`src/hw/rtb_pkg.sv`:
```
/*
  constants for the trim, pin-mode and power-fail stamp logic.
  assumes a single 100 MHz clock and an external register-access front end.
*/
package rtb_pkg;
  // register offsets
  localparam logic [7:0] CTRL_ADDR  = 8'h07;
  localparam logic [7:0] TRIM_ADDR  = 8'h08;
  localparam logic [7:0] WKDAY_ADDR = 8'h03;
  localparam logic [7:0] PD_BASE    = 8'h18;
  localparam logic [7:0] PU_BASE    = 8'h1c;
  localparam logic [7:0] STAMP_MASK = 8'hfc;
  // output control, trim and weekday register fields
  localparam int GPO_BIT   = 7;
  localparam int SQW_BIT   = 6;
  localparam int AL1_BIT   = 5;
  localparam int AL0_BIT   = 4;
  localparam int EXT_BIT   = 3;
  localparam int CRS_BIT   = 2;
  localparam int SIGN_BIT  = 7;
  localparam int PFAIL_BIT = 4;
  localparam int VBEN_BIT  = 3;
  localparam logic [7:0] CTRL_RST  = 8'h80;
  localparam logic [7:0] TRIM_RST  = 8'h00;
  localparam logic [7:0] ZERO_BYTE = 8'h00;
  // timebase: 32768 ticks per second
  localparam logic [14:0] TICKS_SEC   = 15'h7fff;
  localparam logic [5:0]  SECS_MIN    = 6'h3b;
  localparam logic [7:0]  COARSE_TICK = 8'hff;  // 32768/128 - 1
  localparam logic [7:0]  TRIM_ZERO   = 8'h00;
  localparam int          C64_BIT     = 8;      // tick bit toggling at 64 Hz
  typedef enum logic [1:0] {
    PIN_GPO = 2'b00,
    PIN_ALM = 2'b01,
    PIN_SQW = 2'b11
  } rtb_pin_e;
endpackage : rtb_pkg

```
`src/hw/rtb_core.sv`:
```
/*
  trim engine, multi-function pin mux, backup gating and power-fail stamps.
  assumes osc_tick_i is a one-cycle pulse per 32.768 kHz oscillator cycle,
  calendar fields and alarm flags come from outside, register port is a
  simple synchronous write strobe with combinational read data.
*/
// Functional notes
// - all pin modes off: pin driven as output at general-purpose level bit.
// - fine mode applies trim correction once every minute.
// - direction bit 7 set adds cycles, clear removes cycles.
// - each trim step is two oscillator cycles; code 127 gives 254.
// - zero step count disables trimming in both modes.
// - trim keeps running while on backup supply.
// - coarse mode applies correction 128 times per second.
// - coarse mode with square wave on drives trimmed 64 Hz clock.
// - no 64 Hz output while on backup supply.
// - switch to backup below threshold, back once above it.
// - backup used only when backup input enable bit set.
// - timekeeping, alarms, trimming and registers kept on backup.
// - on backup, bus, square wave and general output are disabled.
// - power loss stamps power-down fields and sets flag; restore stamps power-up.
// - no stamp overwrite while power-fail flag remains set.
// - clearing power-fail flag zeroes all stamp registers.
// - pin mode priority: square wave, then alarms, then general output.
// - control register layout with general level resetting high.
module rtb_core
  import rtb_pkg::*;
(
  // clock and reset
  input  wire logic       ref_clk_i,
  input  wire logic       rstn_i,
  // oscillator and supply
  input  wire logic       osc_tick_i,
  input  wire logic       vcc_below_trip_i,
  // register port
  input  wire logic       reg_wr_i,
  input  wire logic [7:0] reg_addr_i,
  input  wire logic [7:0] reg_wdata_i,
  output logic      [7:0] reg_rdata_o,
  // calendar fields and alarm state
  input  wire logic [7:0] cal_min_i,
  input  wire logic [7:0] cal_hour_i,
  input  wire logic [7:0] cal_date_i,
  input  wire logic [7:0] cal_mth_i,
  input  wire logic       first_alarm_flag_i,
  input  wire logic       second_alarm_flag_i,
  input  wire logic       alarm_output_polarity_i,
  input  wire logic       sqw_div_i,
  // outputs
  output logic            multi_function_pin_o,
  output logic            multi_function_pin_oe_o,
  output logic            trimmed_tick_o,
  output logic            sec_pulse_o,
  output logic            on_backup_o,
  output logic            bus_enable_o
);
  logic [7:0]  ctrl_r, ctrl_nxt, trim_r, trim_nxt;
  logic        vben_r, vben_nxt, pfail_r, pfail_nxt, bk_r, bk_nxt;
  logic        up_due_r, up_due_nxt, clr_req;
  logic [7:0]  odiv_r, odiv_nxt;
  logic [7:0]  pd_r [4];
  logic [7:0]  pu_r [4];
  logic [7:0]  pd_nxt [4];
  logic [7:0]  pu_nxt [4];
  logic [14:0] tick_r, tick_nxt;
  logic [5:0]  sec_r, sec_nxt;
  logic [7:0]  pend_r, pend_nxt;
  logic        add_r, add_nxt, trim_ev, tick_adv, sec_wrap;
  logic [7:0]  steps;
  logic        pin_lvl_r, pin_lvl_nxt, pin_oe_r, pin_oe_nxt;
  rtb_pin_e    mode;
  logic        alm_lvl;
  logic [7:0]  cal [4];

  assign cal[0] = cal_min_i;
  assign cal[1] = cal_hour_i;
  assign cal[2] = cal_date_i;
  assign cal[3] = cal_mth_i;
  assign steps  = {trim_r[6:0], 1'b0};

  // raw oscillator divider: coarse trim keeps real-time pace, not trimmed pace
  always_comb begin
    odiv_nxt = odiv_r;
    if (osc_tick_i)
      odiv_nxt = odiv_r + 8'h01;
  end

  // trim event: coarse 128 Hz or once per minute; runs on backup too
  always_comb begin
    if (ctrl_r[CRS_BIT])
      trim_ev = osc_tick_i && (odiv_r == COARSE_TICK);
    else
      trim_ev = osc_tick_i && sec_wrap && (sec_r == SECS_MIN);
    if (steps == TRIM_ZERO)
      trim_ev = 1'b0;
  end

  // pending cycles are inserted as extra ticks or swallowed ticks
  always_comb begin
    pend_nxt = pend_r;
    add_nxt  = add_r;
    tick_adv = osc_tick_i;
    if (pend_r != TRIM_ZERO) begin
      if (add_r) begin
        tick_adv = 1'b1;
        if (!osc_tick_i)
          pend_nxt = pend_r - 8'h01;
      end else if (osc_tick_i) begin
        tick_adv = 1'b0;
        pend_nxt = pend_r - 8'h01;
      end
    end else if (trim_ev) begin
      pend_nxt = steps;
      add_nxt  = trim_r[SIGN_BIT];
    end
  end

  assign sec_wrap = (tick_r == TICKS_SEC);
  always_comb begin
    tick_nxt = tick_r;
    sec_nxt  = sec_r;
    if (tick_adv) begin
      tick_nxt = tick_r + 15'h0001;
      if (sec_wrap)
        sec_nxt = (sec_r == SECS_MIN) ? 6'h00 : sec_r + 6'h01;
    end
  end

  // supply switchover and stamp capture
  always_comb begin
    ctrl_nxt  = ctrl_r;
    trim_nxt  = trim_r;
    vben_nxt  = vben_r;
    pfail_nxt = pfail_r;
    pd_nxt    = pd_r;
    pu_nxt    = pu_r;
    up_due_nxt = up_due_r;
    bk_nxt    = vben_r && vcc_below_trip_i;
    clr_req   = reg_wr_i && !bk_r && (reg_addr_i == WKDAY_ADDR) && !reg_wdata_i[PFAIL_BIT];
    if (reg_wr_i && !bk_r) begin
      case (reg_addr_i)
        CTRL_ADDR: ctrl_nxt = reg_wdata_i;
        TRIM_ADDR: trim_nxt = reg_wdata_i;
        WKDAY_ADDR: begin
          vben_nxt = reg_wdata_i[VBEN_BIT];
          if (!reg_wdata_i[PFAIL_BIT]) begin
            pfail_nxt = 1'b0;
            for (int i = 0; i < 4; i++) begin
              pd_nxt[i] = ZERO_BYTE;
              pu_nxt[i] = ZERO_BYTE;
            end
          end
        end
        default: ;
      endcase
    end
    // a clear landing with a drop still logs the drop: set wins
    if ((!pfail_r || clr_req) && bk_nxt && !bk_r) begin
      pfail_nxt  = 1'b1;
      pd_nxt     = cal;
      up_due_nxt = 1'b1;
    end else if (up_due_r && !bk_nxt && bk_r) begin
      pu_nxt     = cal;
      up_due_nxt = 1'b0;
    end
  end

  // pin mode and level
  always_comb begin
    if (ctrl_r[SQW_BIT])
      mode = PIN_SQW;
    else if (ctrl_r[AL0_BIT] || ctrl_r[AL1_BIT])
      mode = PIN_ALM;
    else
      mode = PIN_GPO;
    case ({ctrl_r[AL1_BIT], ctrl_r[AL0_BIT]})
      2'b01:   alm_lvl = first_alarm_flag_i;
      2'b10:   alm_lvl = second_alarm_flag_i;
      default: alm_lvl = alarm_output_polarity_i
                         ? (first_alarm_flag_i | second_alarm_flag_i)
                         : (first_alarm_flag_i & second_alarm_flag_i);
    endcase
    if (!alarm_output_polarity_i)
      alm_lvl = !alm_lvl;
    pin_lvl_nxt = 1'b1;
    pin_oe_nxt  = 1'b0;
    case (mode)
      PIN_SQW: begin
        if (!bk_r) begin
          pin_lvl_nxt = ctrl_r[CRS_BIT] ? tick_r[C64_BIT] : sqw_div_i;
          pin_oe_nxt  = 1'b1;
        end
      end
      PIN_ALM: begin
        pin_lvl_nxt = alm_lvl;
        pin_oe_nxt  = 1'b1;
      end
      PIN_GPO: begin
        if (!bk_r) begin
          pin_lvl_nxt = ctrl_r[GPO_BIT];
          pin_oe_nxt  = 1'b1;
        end
      end
      default: ;
    endcase
  end

  always_ff @(posedge ref_clk_i or negedge rstn_i) begin
    if (!rstn_i) begin
      ctrl_r    <= CTRL_RST;
      trim_r    <= TRIM_RST;
      vben_r    <= 1'b0;
      pfail_r   <= 1'b0;
      bk_r      <= 1'b0;
      tick_r    <= '0;
      sec_r     <= '0;
      pend_r    <= '0;
      add_r     <= 1'b0;
      odiv_r    <= '0;
      up_due_r  <= 1'b0;
      pin_lvl_r <= 1'b1;
      pin_oe_r  <= 1'b0;
      for (int i = 0; i < 4; i++) begin
        pd_r[i] <= ZERO_BYTE;
        pu_r[i] <= ZERO_BYTE;
      end
    end else begin
      ctrl_r    <= ctrl_nxt;
      trim_r    <= trim_nxt;
      vben_r    <= vben_nxt;
      pfail_r   <= pfail_nxt;
      bk_r      <= bk_nxt;
      tick_r    <= tick_nxt;
      sec_r     <= sec_nxt;
      pend_r    <= pend_nxt;
      add_r     <= add_nxt;
      odiv_r    <= odiv_nxt;
      up_due_r  <= up_due_nxt;
      pin_lvl_r <= pin_lvl_nxt;
      pin_oe_r  <= pin_oe_nxt;
      pd_r      <= pd_nxt;
      pu_r      <= pu_nxt;
    end
  end

  // register readback
  always_comb begin
    reg_rdata_o = ZERO_BYTE;
    if (reg_addr_i == CTRL_ADDR)
      reg_rdata_o = ctrl_r;
    else if (reg_addr_i == TRIM_ADDR)
      reg_rdata_o = trim_r;
    else if (reg_addr_i == WKDAY_ADDR) begin
      reg_rdata_o[PFAIL_BIT] = pfail_r;
      reg_rdata_o[VBEN_BIT]  = vben_r;
    end else if ((reg_addr_i & STAMP_MASK) == PD_BASE)
      reg_rdata_o = pd_r[reg_addr_i[1:0]];
    else if ((reg_addr_i & STAMP_MASK) == PU_BASE)
      reg_rdata_o = pu_r[reg_addr_i[1:0]];
  end

  // open-drain style: low drives, high releases
  assign multi_function_pin_o    = pin_lvl_r;
  assign multi_function_pin_oe_o = pin_oe_r && !pin_lvl_r;
  assign trimmed_tick_o          = tick_adv;
  assign sec_pulse_o             = tick_adv && sec_wrap;
  assign on_backup_o             = bk_r;
  assign bus_enable_o            = !bk_r;
endmodule : rtb_core

```
`config.mk`:
```
export PLATFORM = sky130hd
export DESIGN_NAME = rtb_core
export DESIGN_NICKNAME = d
export VERILOG_FILES = /design/src/hw/rtb_pkg.sv /design/src/hw/rtb_core.sv
export SDC_FILE = /design/constraint.sdc
export NUM_CORES = 1
export LEC_CHECK = 0
export BUFFER_PORTS_ARGS = -buffer_cell sky130_fd_sc_hd__buf_4
export CORE_MARGIN = 10
export CORE_UTILIZATION = 54
export DETAILED_ROUTE_END_ITERATION = 16
export MAX_ROUTING_LAYER = met4
export PLACE_DENSITY = 0.74
export SLEW_MARGIN = 25
export SYNTH_ARGS = -nofsm -noshare
export SYNTH_HDL_FRONTEND = slang
export SYNTH_SLANG_ARGS = --single-unit
```
`constraint.sdc`:
```
create_clock -name ref_clk_i -period 4.3 [get_ports ref_clk_i]
set_clock_uncertainty 0.2 [all_clocks]
set_input_delay 0.86 -clock ref_clk_i [delete_from_list [all_inputs] [get_ports ref_clk_i]]
set_output_delay 0.86 -clock ref_clk_i [all_outputs]
set_load 0.005 [all_outputs]
```
# Word level (Yosys, flattened, before mapping)
# Cells that the tools add are included.
# totals
out_inout_bits	14
register_bits	124
word_cells	130
input_bits	57
# classes
n_lt_le_gt_ge	1
n_bitwise	4
mux	49
n_eq_ne	15
n_reduce_logical	36
addsub	4
# ops
op	count
2-to-1 mux 32 bit	9
2-to-1 mux 8 bit	13
binary-select mux 8 bit (select 2 bit)	2
2-to-1 mux 1 bit	17
adder 15 x 1 -> 15 bit (second input constant)	1
== test 15 bit (second input constant)	1
logical AND 1 bit	13
== test 6 x 3 -> 1 bit (second input constant)	2
AND reduction 2 bit	5
adder 8 x 1 -> 8 bit (second input constant)	1
== test 8 x 2 -> 1 bit (second input constant)	1
== test 8 x 3 -> 1 bit (second input constant)	1
== test 8 x 4 -> 1 bit (second input constant)	1
== test 8 bit (second input constant)	1
zero test 8 bit	1
nonzero test 2 bit	4
nonzero test 8 bit	1
subtractor 8 x 1 -> 8 bit (second input constant)	1
adder 6 x 1 -> 6 bit (second input constant)	1
== test 6 bit (second input constant)	1
zero test 1 bit	6
2-to-1 mux 3 bit	2
2-to-1 mux 6 bit	1
!= test 3 bit (second input constant)	2
15 further kinds	21

# Longest topological paths before layout
# Gate-level depths: netlist (run 1).
# depth
ltp_word	9
mapped_depth	8
ltp_nobuf	8

# Worst setup path before layout (run 1)
# OpenSTA, ideal clock, no wires.
# synth_timing
path_kind	input to output
start	in reg_addr_i[1]
end	out reg_rdata_o[3]
n_path_buf	2
slack_ps	983
t_arrival_ps	2257
cell_stages	7
t_required_ps	3240
path_cell_list	clkbuf_1 buf_1 mux4_2 mux2i_1 nor2_1 a21oi_1 o21ai_0
# synth_between
elab_chain_cells	9
word_cells_on_any_way	15
classes_between	3 x eq/ne; 11 x mux; 1 x bitwise
# synth_lines
element	line_no	source
start: declaration	rtb_core.sv:37	input wire logic [7:0] reg_addr_i,
NOT 2 -> 3 bit (implied by the code)	rtb_core.sv:257, rtb_core.sv:259	
binary-select mux 8 bit (select 2 bit)	rtb_core.sv:259	reg_rdata_o = pu_r[reg_addr_i[1:0]];
2-to-1 mux 8 bit (implied by the code) (2 in series)	rtb_core.sv:259	
2-to-1 mux 8 bit	rtb_core.sv:258	else if ((reg_addr_i & STAMP_MASK) == PU_BASE)
2-to-1 mux 8 bit	rtb_core.sv:256	end else if ((reg_addr_i & STAMP_MASK) == PD_BASE)
2-to-1 mux 2 bit	rtb_core.sv:253	else if (reg_addr_i == WKDAY_ADDR) begin
2-to-1 mux 8 bit	rtb_core.sv:251	else if (reg_addr_i == TRIM_ADDR)
2-to-1 mux 8 bit (*)	rtb_core.sv:249	if (reg_addr_i == CTRL_ADDR)
end: declaration	rtb_core.sv:39	output logic [7:0] reg_rdata_o,
# Mark *: on every way between the ends. The rest lies on a longest branch, timed or not. The select of a mux whose other input is x is not followed.

# Worst setup path after layout (run 1)
# layout_timing
start	in reg_addr_i[0]
end	out reg_rdata_o[7]
# layout_between
elab_chain_cells	9
word_cells_on_any_way	15
classes_between	3 x eq/ne; 11 x mux; 1 x bitwise
# layout_lines
element	line_no
NOT 2 -> 3 bit (implied by the code)	rtb_core.sv:257, rtb_core.sv:259
binary-select mux 8 bit (select 2 bit)	rtb_core.sv:259
2-to-1 mux 8 bit (implied by the code) (2 in series)	rtb_core.sv:259
2-to-1 mux 8 bit	rtb_core.sv:258
2-to-1 mux 8 bit	rtb_core.sv:256
2-to-1 mux 3 bit	rtb_core.sv:253
2-to-1 mux 8 bit	rtb_core.sv:251
2-to-1 mux 8 bit (*)	rtb_core.sv:249
# Marks and branches as above.

==> results of run 1 <==
[worst reg2reg max path, delay by kind of cell, from the launching register on]
family	cells	cell delay, ns
simple gates	3	1.05
compound gates	1	0.29
flops	1	0.42
buf+inv	1	0.10
mux	1	0.31
fa+ha+maj	1	0.17
[state kept, by name, summed over array words and instances, names as in the netlist]
signal	cells
pfail_r	1
multi_function_pin_o	1
add_r	1
odiv_r	8
pin_oe_r	1
trim_r	8
pu_r	32
ctrl_r	8
pend_r	8
tick_r	15
sec_r	6
on_backup_o	1
vben_r	1
pd_r	32
up_due_r	1
[layout by cell type (no fill, tap or decap), drive strengths merged, types with 8 or more instances in the layout]
| master | n |
|---|---|
| nand2 | 118 |
| nand3 | 10 |
| a21oi | 22 |
| inv | 43 |
| dfrtp | 122 |
| mux2 | 22 |
| nor3 | 11 |
| xor2 | 10 |
| o21ai | 48 |
| ha | 8 |
| mux2i | 44 |
| clkbuf | 25 |
| mux4 | 16 |
| nor2 | 37 |
| buf | 77 |
| xnor2 | 12 |
[metal layers]
layer / track usage, % / share of wire (%) / up-vias
met2: 28.29 / 49 / 133
li1: - / - / 2259
met3: 4.508 / 4.9 / 29
met4: 8.079 / 2.1 / 0
met1: 22.62 / 44 / 2291
met5: - / 0 / -
[cell families after synthesis]
family / Yosys count / synth area share, %
buffers and inverters: 72 / 4.911
multiplexers: 82 / 16.66
XOR/XNOR: 22 / 3.062
AND/OR/NAND/NOR: 214 / 15.53
AO/OA/AOI/OAI: 95 / 8.889
flip-flops: 124 / 49.35
adder cells (fa/ha/maj): 8 / 1.591
[worst paths after layout]
| path | cells past startpoint | from | to | slack (ns) |
|---|---|---|---|---|
| max | 7 | reg_addr_i[0] | reg_rdata_o[7] | 0.75 |
| min | 1 | tick_r[5] | tick_r[5] | 0.28 |
| max reg2reg | 7 | pend_r[0] | pend_r[0] | 1.65 |
| min reg2reg | 1 | tick_r[5] | tick_r[5] | 0.28 |
| max in group asynchronous | 2 | rstn_i | pu_r[31] | 2.71 |
| min in group asynchronous | 1 | rstn_i | on_backup_o | 0.36 |
[final cells by class]
cell class              instances  area, µm²  area share (%)
clock buffers                  25      505.5           6.738
flip-flops and latches        124       3105           41.39
repair buffers                 77      578.1           7.705
well taps                     143      178.9           2.385
inverters                      43      161.4           2.151
clock inverters                 7      87.58           1.167
multi-input cells             421       2885           38.46
[where the power goes]
group	switching, µW	internal (µW)	total (µW)
logic	242	268	511
clock network	490	925	1410
registers	172	1380	1550
[per-stage QoR]
step / instance area, µm² / setup slack [ns] / hold WS, ns / util (%) / total power, µW
after floorplan: 6292 / 0.9828 / 0.2413 / - / 1875
after global placement: 6905 / 0.7989 / 0.2617 / 60.48 / 2038
after detailed placement: 6905 / 0.7637 / 0.2691 / 60.48 / 2073
after CTS: 7498 / 0.7467 / 0.2799 / 65.67 / 3502
after global routing: 7502 / 0.5966 / 0.2922 / 65.70 / 3647
final: 7502 / 0.7537 / 0.2755 / 65.70 / 3478
==> flow_metrics.tcl, run 1 <==
set metrics [dict create \
    synthTopCellsByCount "sky130_fd_sc_hd__dfrtp_1, sky130_fd_sc_hd__nand2_1, sky130_fd_sc_hd__o21ai_0" \
    outcome "complete, no violations" \
    seq_area_frac_synth_pct 49.35 \
    crit_slowest_cell "sky130_fd_sc_hd__mux4_2" \
    netlist_area_mm2 0.006292 \
    num-fill-cells 883 \
    ys_ff_latch 124 \
    worstPathCellList "buf_4 -> mux4_2 -> mux2i_1 -> nor2_1 -> a21oi_1 -> a21oi_1 -> buf_4" \
    synth_enable_flop_cells 0 \
    arrival_time_at_the_worst_endpoint_ns 2.49 \
    grt_usage_pct 18.39 \
    die_w_um 127.9 \
    path_type_of_the_worst_min_delay_path "flip-flop to flip-flop" \
    hpwlAfterDp_mm 9.853 \
    cp.required_ns 3.24 \
    postSynth.asyncResetShare_pct 100.0 \
    syn_nets 682 \
    critPathLaunchType "primary input" \
    max_freq_ghz 0.2820 \
    clk_sink_count 124 \
    worstSetupEndpointType "output pin" \
    io-pin-count 71 \
    global_route_wire_length_before_repair_mm 23.66 \
    synthCells 617 \
    clock_latency_ns 0.42 \
    worst-slew-pin-transition_ns 0.8768 \
    drive_gt1_share_pct 22.09 \
    number_of_antenna_violations_at_the_first_check_in_global_routing 0 \
    clock_tree.htree_level_count 4 \
    setup_repair_after_global_routing_missed_its_margin "no" \
    post_synthesis_to_final_layout_area_growth_pct 19.23 \
    max_stage_delay_ns 0.54 \
    final-setup-viol-count 0 \
    routed_wl_mm 14.11 \
    grt_overflow_total 0 \
    floorplan.initialDensity_pct 55.11 \
    synthTopCellsByArea "sky130_fd_sc_hd__dfrtp_1, sky130_fd_sc_hd__nand2_1, sky130_fd_sc_hd__mux2i_1" \
    post_cts_buffers 0 \
    timing.final.hold_violations 0 \
    drcViolationCount 0 \
    drtPass1Iterations 5 \
    synthesis.yosys.warnings 0 \
    synth_area_per_cell_um2 10.20 \
    synth_top_flop_cell "sky130_fd_sc_hd__dfrtp_1" \
    postRouteAntennaNets 0 \
    io_buffer_count 70 \
    timing.max_cap.violations 0 \
    gpl.final_weighted_congestion 0.9374 \
    final.period_utilization_pct 82.47 \
    yosysMostFrequentCell "sky130_fd_sc_hd__dfrtp_1" \
    max-vdd-ir-drop_mv 0.4511 \
    tritoncts "yes" \
    final_nets 749 \
    grt_pass1_vias 4834 \
    die_area_mm2 0.01637 \
    number_of_gates_resized_after_cts 0 \
    drt_first_iter_violations 340 \
    clock_path_buffers 2 \
    worst-path-buf-inv 2 \
    tns_ns 0 \
    dp.cells 808 \
    slew_headroom_pct 41.55 \
    synth_largest_type_area_fraction_pct 48.52 \
    static-leakage-power_uw 0.003720 \
    netlist-cell-type-count 51 \
    min_period_ns 3.546 \
    wl_per_cell_um 16.79 \
    row_count 39 \
    tritoncts.num_buffers 17 \
    core_area_mm2 0.01142 \
    dr_total_vias 4712 \
    power.density_cell_area_mw_per_mm2 463.6 \
    die_y_um 127.9 \
    pin_count_of_the_biggest_net_entering_global_routing 69 \
    synth.largest_area_cell "sky130_fd_sc_hd__dfrtp_1" \
    critical_path.top_delay_family "multiplexers" \
    cts.reportedPaths.clkPinSlew_ns 0.05 \
    cts_root_buffer "sky130_fd_sc_hd__clkbuf_16" \
    via_to_cell_ratio 5.610 \
    cp_max_fo 19 \
    crit_type "primary input to output pin" \
    instances_no_fill 840 \
    antenna_cells 0 \
    postCtsHoldBufs 0 \
    drv_slew 0 \
]
(Power assumes the default switching activity.)
==> run 2: changes to the inputs <==
clock period = 3.65 ns   (was 4.3 ns; I/O delays follow)
==> run 2 against run 1 <==
Compared with the run above:
- combinational power increased by 17%
- clock-buffer cell count decreased by 2
- routed wire length down 0.15%
- cell area decreased by 1.3%
- global-route usage fell by 0.28 points
- critical endpoint is now sec_pulse_o
- largest cell class unchanged
- highest routed layer unchanged
==> flow_metrics.tcl, run 2 (synthesized netlist as in run 1, its figures left out) <==
set metrics [dict create \
    tns_ns 0 \
    final.period_utilization_pct 93.76 \
    place_ws_ns 0.3604 \
    static-leakage-power_uw 0.003671 \
    setup_repair_after_global_routing_missed_its_margin "no" \
    worstPathCellList "inv_1 -> ha_1 -> or3b_2 -> nor3_1 -> o211ai_2 -> inv_1 -> buf_4" \
    sequentialPowerShare_pct 47.6 \
    die_w_um 127.9 \
    final_nets 748 \
    postCtsHoldBufs 0 \
    gpl.final_weighted_congestion 0.9459 \
    commonest_non_fill_non_tap_cells_in_the_layout "sky130_fd_sc_hd__dfrtp_1, sky130_fd_sc_hd__nand2_1, sky130_fd_sc_hd__buf_4" \
    critPathLaunchType "flip-flop" \
    number_of_antenna_violations_at_the_first_check_in_global_routing 0 \
    critPathMostFrequentCell "sky130_fd_sc_hd__inv_1" \
    drcViolationCount 0 \
    clk_sink_count 124 \
    tritoncts.num_buffers 17 \
    worstSetupEndpointType "output pin" \
    share_clk_of_total_power_pct 36.7 \
    clock_tree.htree_level_count 4 \
    swShare_pct 26.63 \
    final-setup-viol-count 0 \
    grt_overflow_total 0 \
    core_area_mm2 0.01142 \
    hpwlAfterDp_mm 9.954 \
    routed_wl_mm 14.08 \
    dr_total_vias 4656 \
    cp.required_ns 2.72 \
    worst-slew-pin-transition_ns 0.8852 \
    final_critical_path_setup_slack_ns 0.2278 \
    pin_count_of_the_biggest_net_entering_global_routing 67 \
    drv_slew 0 \
    timing.max_cap.violations 0 \
    number_of_gates_resized_after_cts 0 \
    outcome "complete, no violations" \
    grt_usage_pct 18.11 \
    max_freq_ghz 0.2922 \
    antenna_cells 0 \
    arrival_time_at_the_worst_endpoint_ns 2.49 \
    floorplan.initialDensity_pct 55.11 \
    grt_pass1_vias 4704 \
    biggestRegsByFlops "pd_r: 32 flops, pu_r: 32 flops, tick_r: 15 flops" \
    post_cts_buffers 0 \
    io_buffer_count 70 \
    cp_max_fo 8 \
    power.density_cell_area_mw_per_mm2 519.0 \
    layout_commonest_cell "sky130_fd_sc_hd__dfrtp_1" \
    critical_path.top_delay_family "simple AND/OR/NAND/NOR gates" \
    worst-path-buf-inv 3 \
    max_stage_delay_ns 0.50 \
    drtPass1Iterations 4 \
    cts_root_buffer "sky130_fd_sc_hd__clkbuf_16" \
    crit_slowest_cell "sky130_fd_sc_hd__or3b_2" \
    timing.final.hold_violations 0 \
    tritoncts "yes" \
    power_share_of_the_combinational_group_pct 15.6 \
    wl_per_cell_um 16.89 \
    drive_gt1_share_pct 21.27 \
    drt_first_iter_violations 334 \
    global_route_wire_length_before_repair_mm 23.23 \
    io-pin-count 71 \
    min_period_ns 3.422 \
    max-vdd-ir-drop_mv 0.4317 \
    crit_type "flip-flop to output pin" \
    final_core_util_pct 64.83 \
    post_synthesis_to_final_layout_area_growth_pct 17.64 \
    clock_path_buffers 2 \
    totalPowerFinal_uw 3842 \
    via_to_cell_ratio 5.583 \
    die_area_mm2 0.01637 \
    slew_headroom_pct 40.86 \
    path_type_of_the_worst_min_delay_path "primary input to asynchronous set/reset pin" \
    power.net_switching_uw 1023 \
    intPower_uw 2819 \
    postRouteAntennaNets 0 \
    row_count 39 \
    clock_latency_ns 0.41 \
    die_y_um 127.9 \
    cts.reportedPaths.clkPinSlew_ns 0.05 \
]
## run 2: changes by cell type in the layout (fill, tap and decap cells not counted), sizes merged
cell | previous run | this run
clkbuf | 25 | 23
clkinvlp | 1 | 0
bufinv | 2 | 0
buf | 77 | 76
## run 2: cell type report
class / count / area [µm²]
timing repair buffer: 76 / 583.1
inverter: 43 / 161.4
multi-input combinational: 421 / 2885
tap: 143 / 178.9
sequential: 124 / 3105
clock inverter: 4 / 20.02
clock buffer: 23 / 467.9
fill: 892 / 4016
## run 2: path summary, 6_finish.rpt
path | startpoint | end | slack (ns) | depth (start not counted)
setup / recovery | pend_r[0] | sec_pulse_o | 0.23 | 7
hold / removal | rstn_i | ctrl_r[4] | 0.22 | 1
setup reg to reg | sec_r[0] | pend_r[0] | 0.96 | 5
hold reg to reg | odiv_r[7] | odiv_r[7] | 0.27 | 1
max in group asynchronous | rstn_i | pu_r[2] | 2.23 | 2
min in group ref_clk_i | odiv_r[7] | odiv_r[7] | 0.27 | 1
## run 2: layer usage
layer	vias to the layer above	GRT usage [%]	wire length, µm
met4	0	6.291	256
met1	2265	21.61	6143
met3	26	5.335	748
met5	-	-	0
li1	2247	-	-
met2	118	28.74	6936
## run 2: through the flow
step	std cells	hold slack (ns)	cell area (µm²)
6_report	834	0.2186	7402
5_1_grt	834	0.2735	7402
4_1_cts	834	0.2463	7398
3_5_place_dp	807	0.2619	6910
3_3_place_gp	807	0.2586	6910
2_1_floorplan	617	0.2344	6292
## run 2: power by group through the flow
stage / Combinational, µW / Sequential [µW] / Clock (µW)
global route: 679 / 1860 / 1500
finish: 600 / 1830 / 1410
floorplan: 428 / 1780 / 0
CTS: 606 / 1820 / 1440
detailed placement: 603 / 1840 / 0
global placement: 572 / 1830 / 0
==> run 3: changes to the inputs <==
PLACE_DENSITY = 0.86   (was 0.74)
==> run 3 against run 2 <==
Compared with the run above:
- core utilization is 1.2 points higher
- via count is 5.3% higher
- global-route usage is 1.3 points higher
- non-clock buffer count is 2 higher
- sequential power hardly changed
- sequential share of layout area is 0.74 points lower
- combinational power is 4.3% higher
- flip-flop and latch count stayed put
- clock-buffer cell count is 3 lower
- largest cell class unchanged
- largest power group unchanged
==> flow_metrics.tcl, run 3 (synthesized netlist as in run 1, its figures left out) <==
set metrics [dict create \
    outcome "complete, no violations" \
    worstSetupStartpoint "pend_r[1]" \
    die_w_um 127.9 \
    number_of_gates_resized_after_cts 0 \
    final_core_util_pct 65.99 \
    static-leakage-power_uw 0.003726 \
    post_synthesis_to_final_layout_area_growth_pct 19.75 \
    crit_type "flip-flop to output pin" \
    postCtsHoldBufs 0 \
    rrSetupSlack_ns 0.95 \
    tritoncts "yes" \
    timing.final.hold_violations 0 \
    final_nets 750 \
    postRouteAntennaNets 0 \
    worstPathCellList "inv_1 -> ha_1 -> or3b_2 -> nor3_2 -> o211ai_2 -> inv_1 -> buf_4" \
    final-setup-viol-count 0 \
    cp.required_ns 2.72 \
    critPathMostFrequentCell "sky130_fd_sc_hd__inv_1" \
    slew_headroom_pct 33.19 \
    final_critical_path_setup_slack_ns 0.3000 \
    critical_path.top_delay_family "simple AND/OR/NAND/NOR gates" \
    clock_path_buffers 2 \
    power.net_switching_uw 1127 \
    routed_wl_mm 15.18 \
    max-vdd-ir-drop_mv 0.5666 \
    io_buffer_count 70 \
    io-pin-count 71 \
    layout_commonest_cell "sky130_fd_sc_hd__dfrtp_1" \
    floorplan.initialDensity_pct 55.11 \
    antenna_cells 0 \
    row_count 39 \
    die_y_um 127.9 \
    number_of_antenna_violations_at_the_first_check_in_global_routing 0 \
    min_period_ns 3.350 \
    pin_count_of_the_biggest_net_entering_global_routing 67 \
    tritoncts.num_buffers 17 \
    clock_latency_ns 0.42 \
    path_type_of_the_worst_min_delay_path "primary input to asynchronous set/reset pin" \
    dr_total_vias 4901 \
    drcViolationCount 0 \
    power_share_of_the_combinational_group_pct 14.8 \
    grt_pass1_vias 5147 \
    launch_point_of_the_worst_reg_to_reg_path "pend_r[1]" \
    share_clk_of_total_power_pct 41.7 \
    cts.reportedPaths.clkPinSlew_ns 0.06 \
    gpl.final_weighted_congestion 0.8449 \
    timing.reg2reg.worst_path_depth 7 \
    place_area_mm2 0.006913 \
    post_cts_buffers 0 \
    drv_slew 0 \
    hpwlAfterDp_mm 10.25 \
    drt_first_iter_violations 422 \
    timing.max_cap.violations 0 \
    tns_ns 0 \
    worst-path-buf-inv 3 \
    critPathLaunchType "flip-flop" \
    grt_overflow_total 0 \
    arrival_time_at_the_worst_endpoint_ns 2.42 \
    sequentialPowerShare_pct 43.5 \
    place_ws_ns 0.3358 \
    final.period_utilization_pct 91.78 \
    drive_gt1_share_pct 22.49 \
    intPower_uw 3099 \
    worst-slew-pin-transition_ns 1.002 \
    max_stage_delay_ns 0.51 \
    worstSetupEndpointType "output pin" \
    commonest_non_fill_non_tap_cells_in_the_layout "sky130_fd_sc_hd__dfrtp_1, sky130_fd_sc_hd__nand2_1, sky130_fd_sc_hd__buf_4" \
    cts_root_buffer "sky130_fd_sc_hd__clkbuf_16" \
    clock_tree.htree_level_count 4 \
    clk_sink_count 124 \
    global_route_wire_length_before_repair_mm 25.01 \
    swShare_pct 26.66 \
    setup_repair_after_global_routing_missed_its_margin "no" \
    power.density_cell_area_mw_per_mm2 560.8 \
    die_area_mm2 0.01637 \
    reg_to_reg_endpoint "pend_r[0]" \
    drtPass1Iterations 5 \
    grt_usage_pct 19.44 \
    cp_max_fo 8 \
    max_freq_ghz 0.2985 \
    crit_slowest_cell "sky130_fd_sc_hd__or3b_2" \
    final_design_area_no_fill_mm2 0.007535 \
    via_to_cell_ratio 5.828 \
    core_area_mm2 0.01142 \
    wl_per_cell_um 18.05 \
    biggestRegsByFlops "pd_r: 32 flops, pu_r: 32 flops, tick_r: 15 flops" \
]
run 3: worst max-delay path by stage:
stage | to | slack [ns] | cells past startpoint
floorplan | reg_rdata_o[3] | 0.59 | 7
finish | sec_pulse_o | 0.30 | 7
global route | trimmed_tick_o | 0.17 | 5
detailed placement | reg_rdata_o[3] | 0.34 | 7
global placement | reg_rdata_o[4] | 0.38 | 7
CTS | sec_pulse_o | 0.18 | 7
run 3: per-layer routing:
layer / track usage (%) / routed length (µm) / vias to the layer above
met5: - / 0 / -
met4: 6.755 / 267 / 0
met3: 4.963 / 838 / 25
met2: 31.84 / 7755 / 173
met1: 22.82 / 6320 / 2444
li1: - / - / 2259
run 3: layout make-up:
type                            count  area (µm²)
Clock buffer                       20       446.7
Clock inverter                     12       170.2
Fill cell                         837        3884
Inverter                           43       161.4
Multi-Input combinational cell    421        2887
Sequential cell                   124        3105
Tap cell                          143       178.9
Timing Repair Buffer               78       585.6
run 3: power by group through the flow:
stage | clock network [µW] | logic (µW) | registers (µW)
final | 1760 | 626 | 1840
after global routing | 1840 | 701 | 1860
after CTS | 1780 | 630 | 1830
after detailed placement | 0 | 613 | 1840
after global placement | 0 | 566 | 1820
after floorplan | 0 | 428 | 1780
run 3: stage by stage:
step	std cells	total power [µW]	hold WS (ns)
floorplan	617	2209	0.2344
global placement	809	2385	0.2569
detailed placement	809	2451	0.2631
CTS	841	4236	0.2893
global route	841	4406	0.3040
finish	841	4225	0.2677
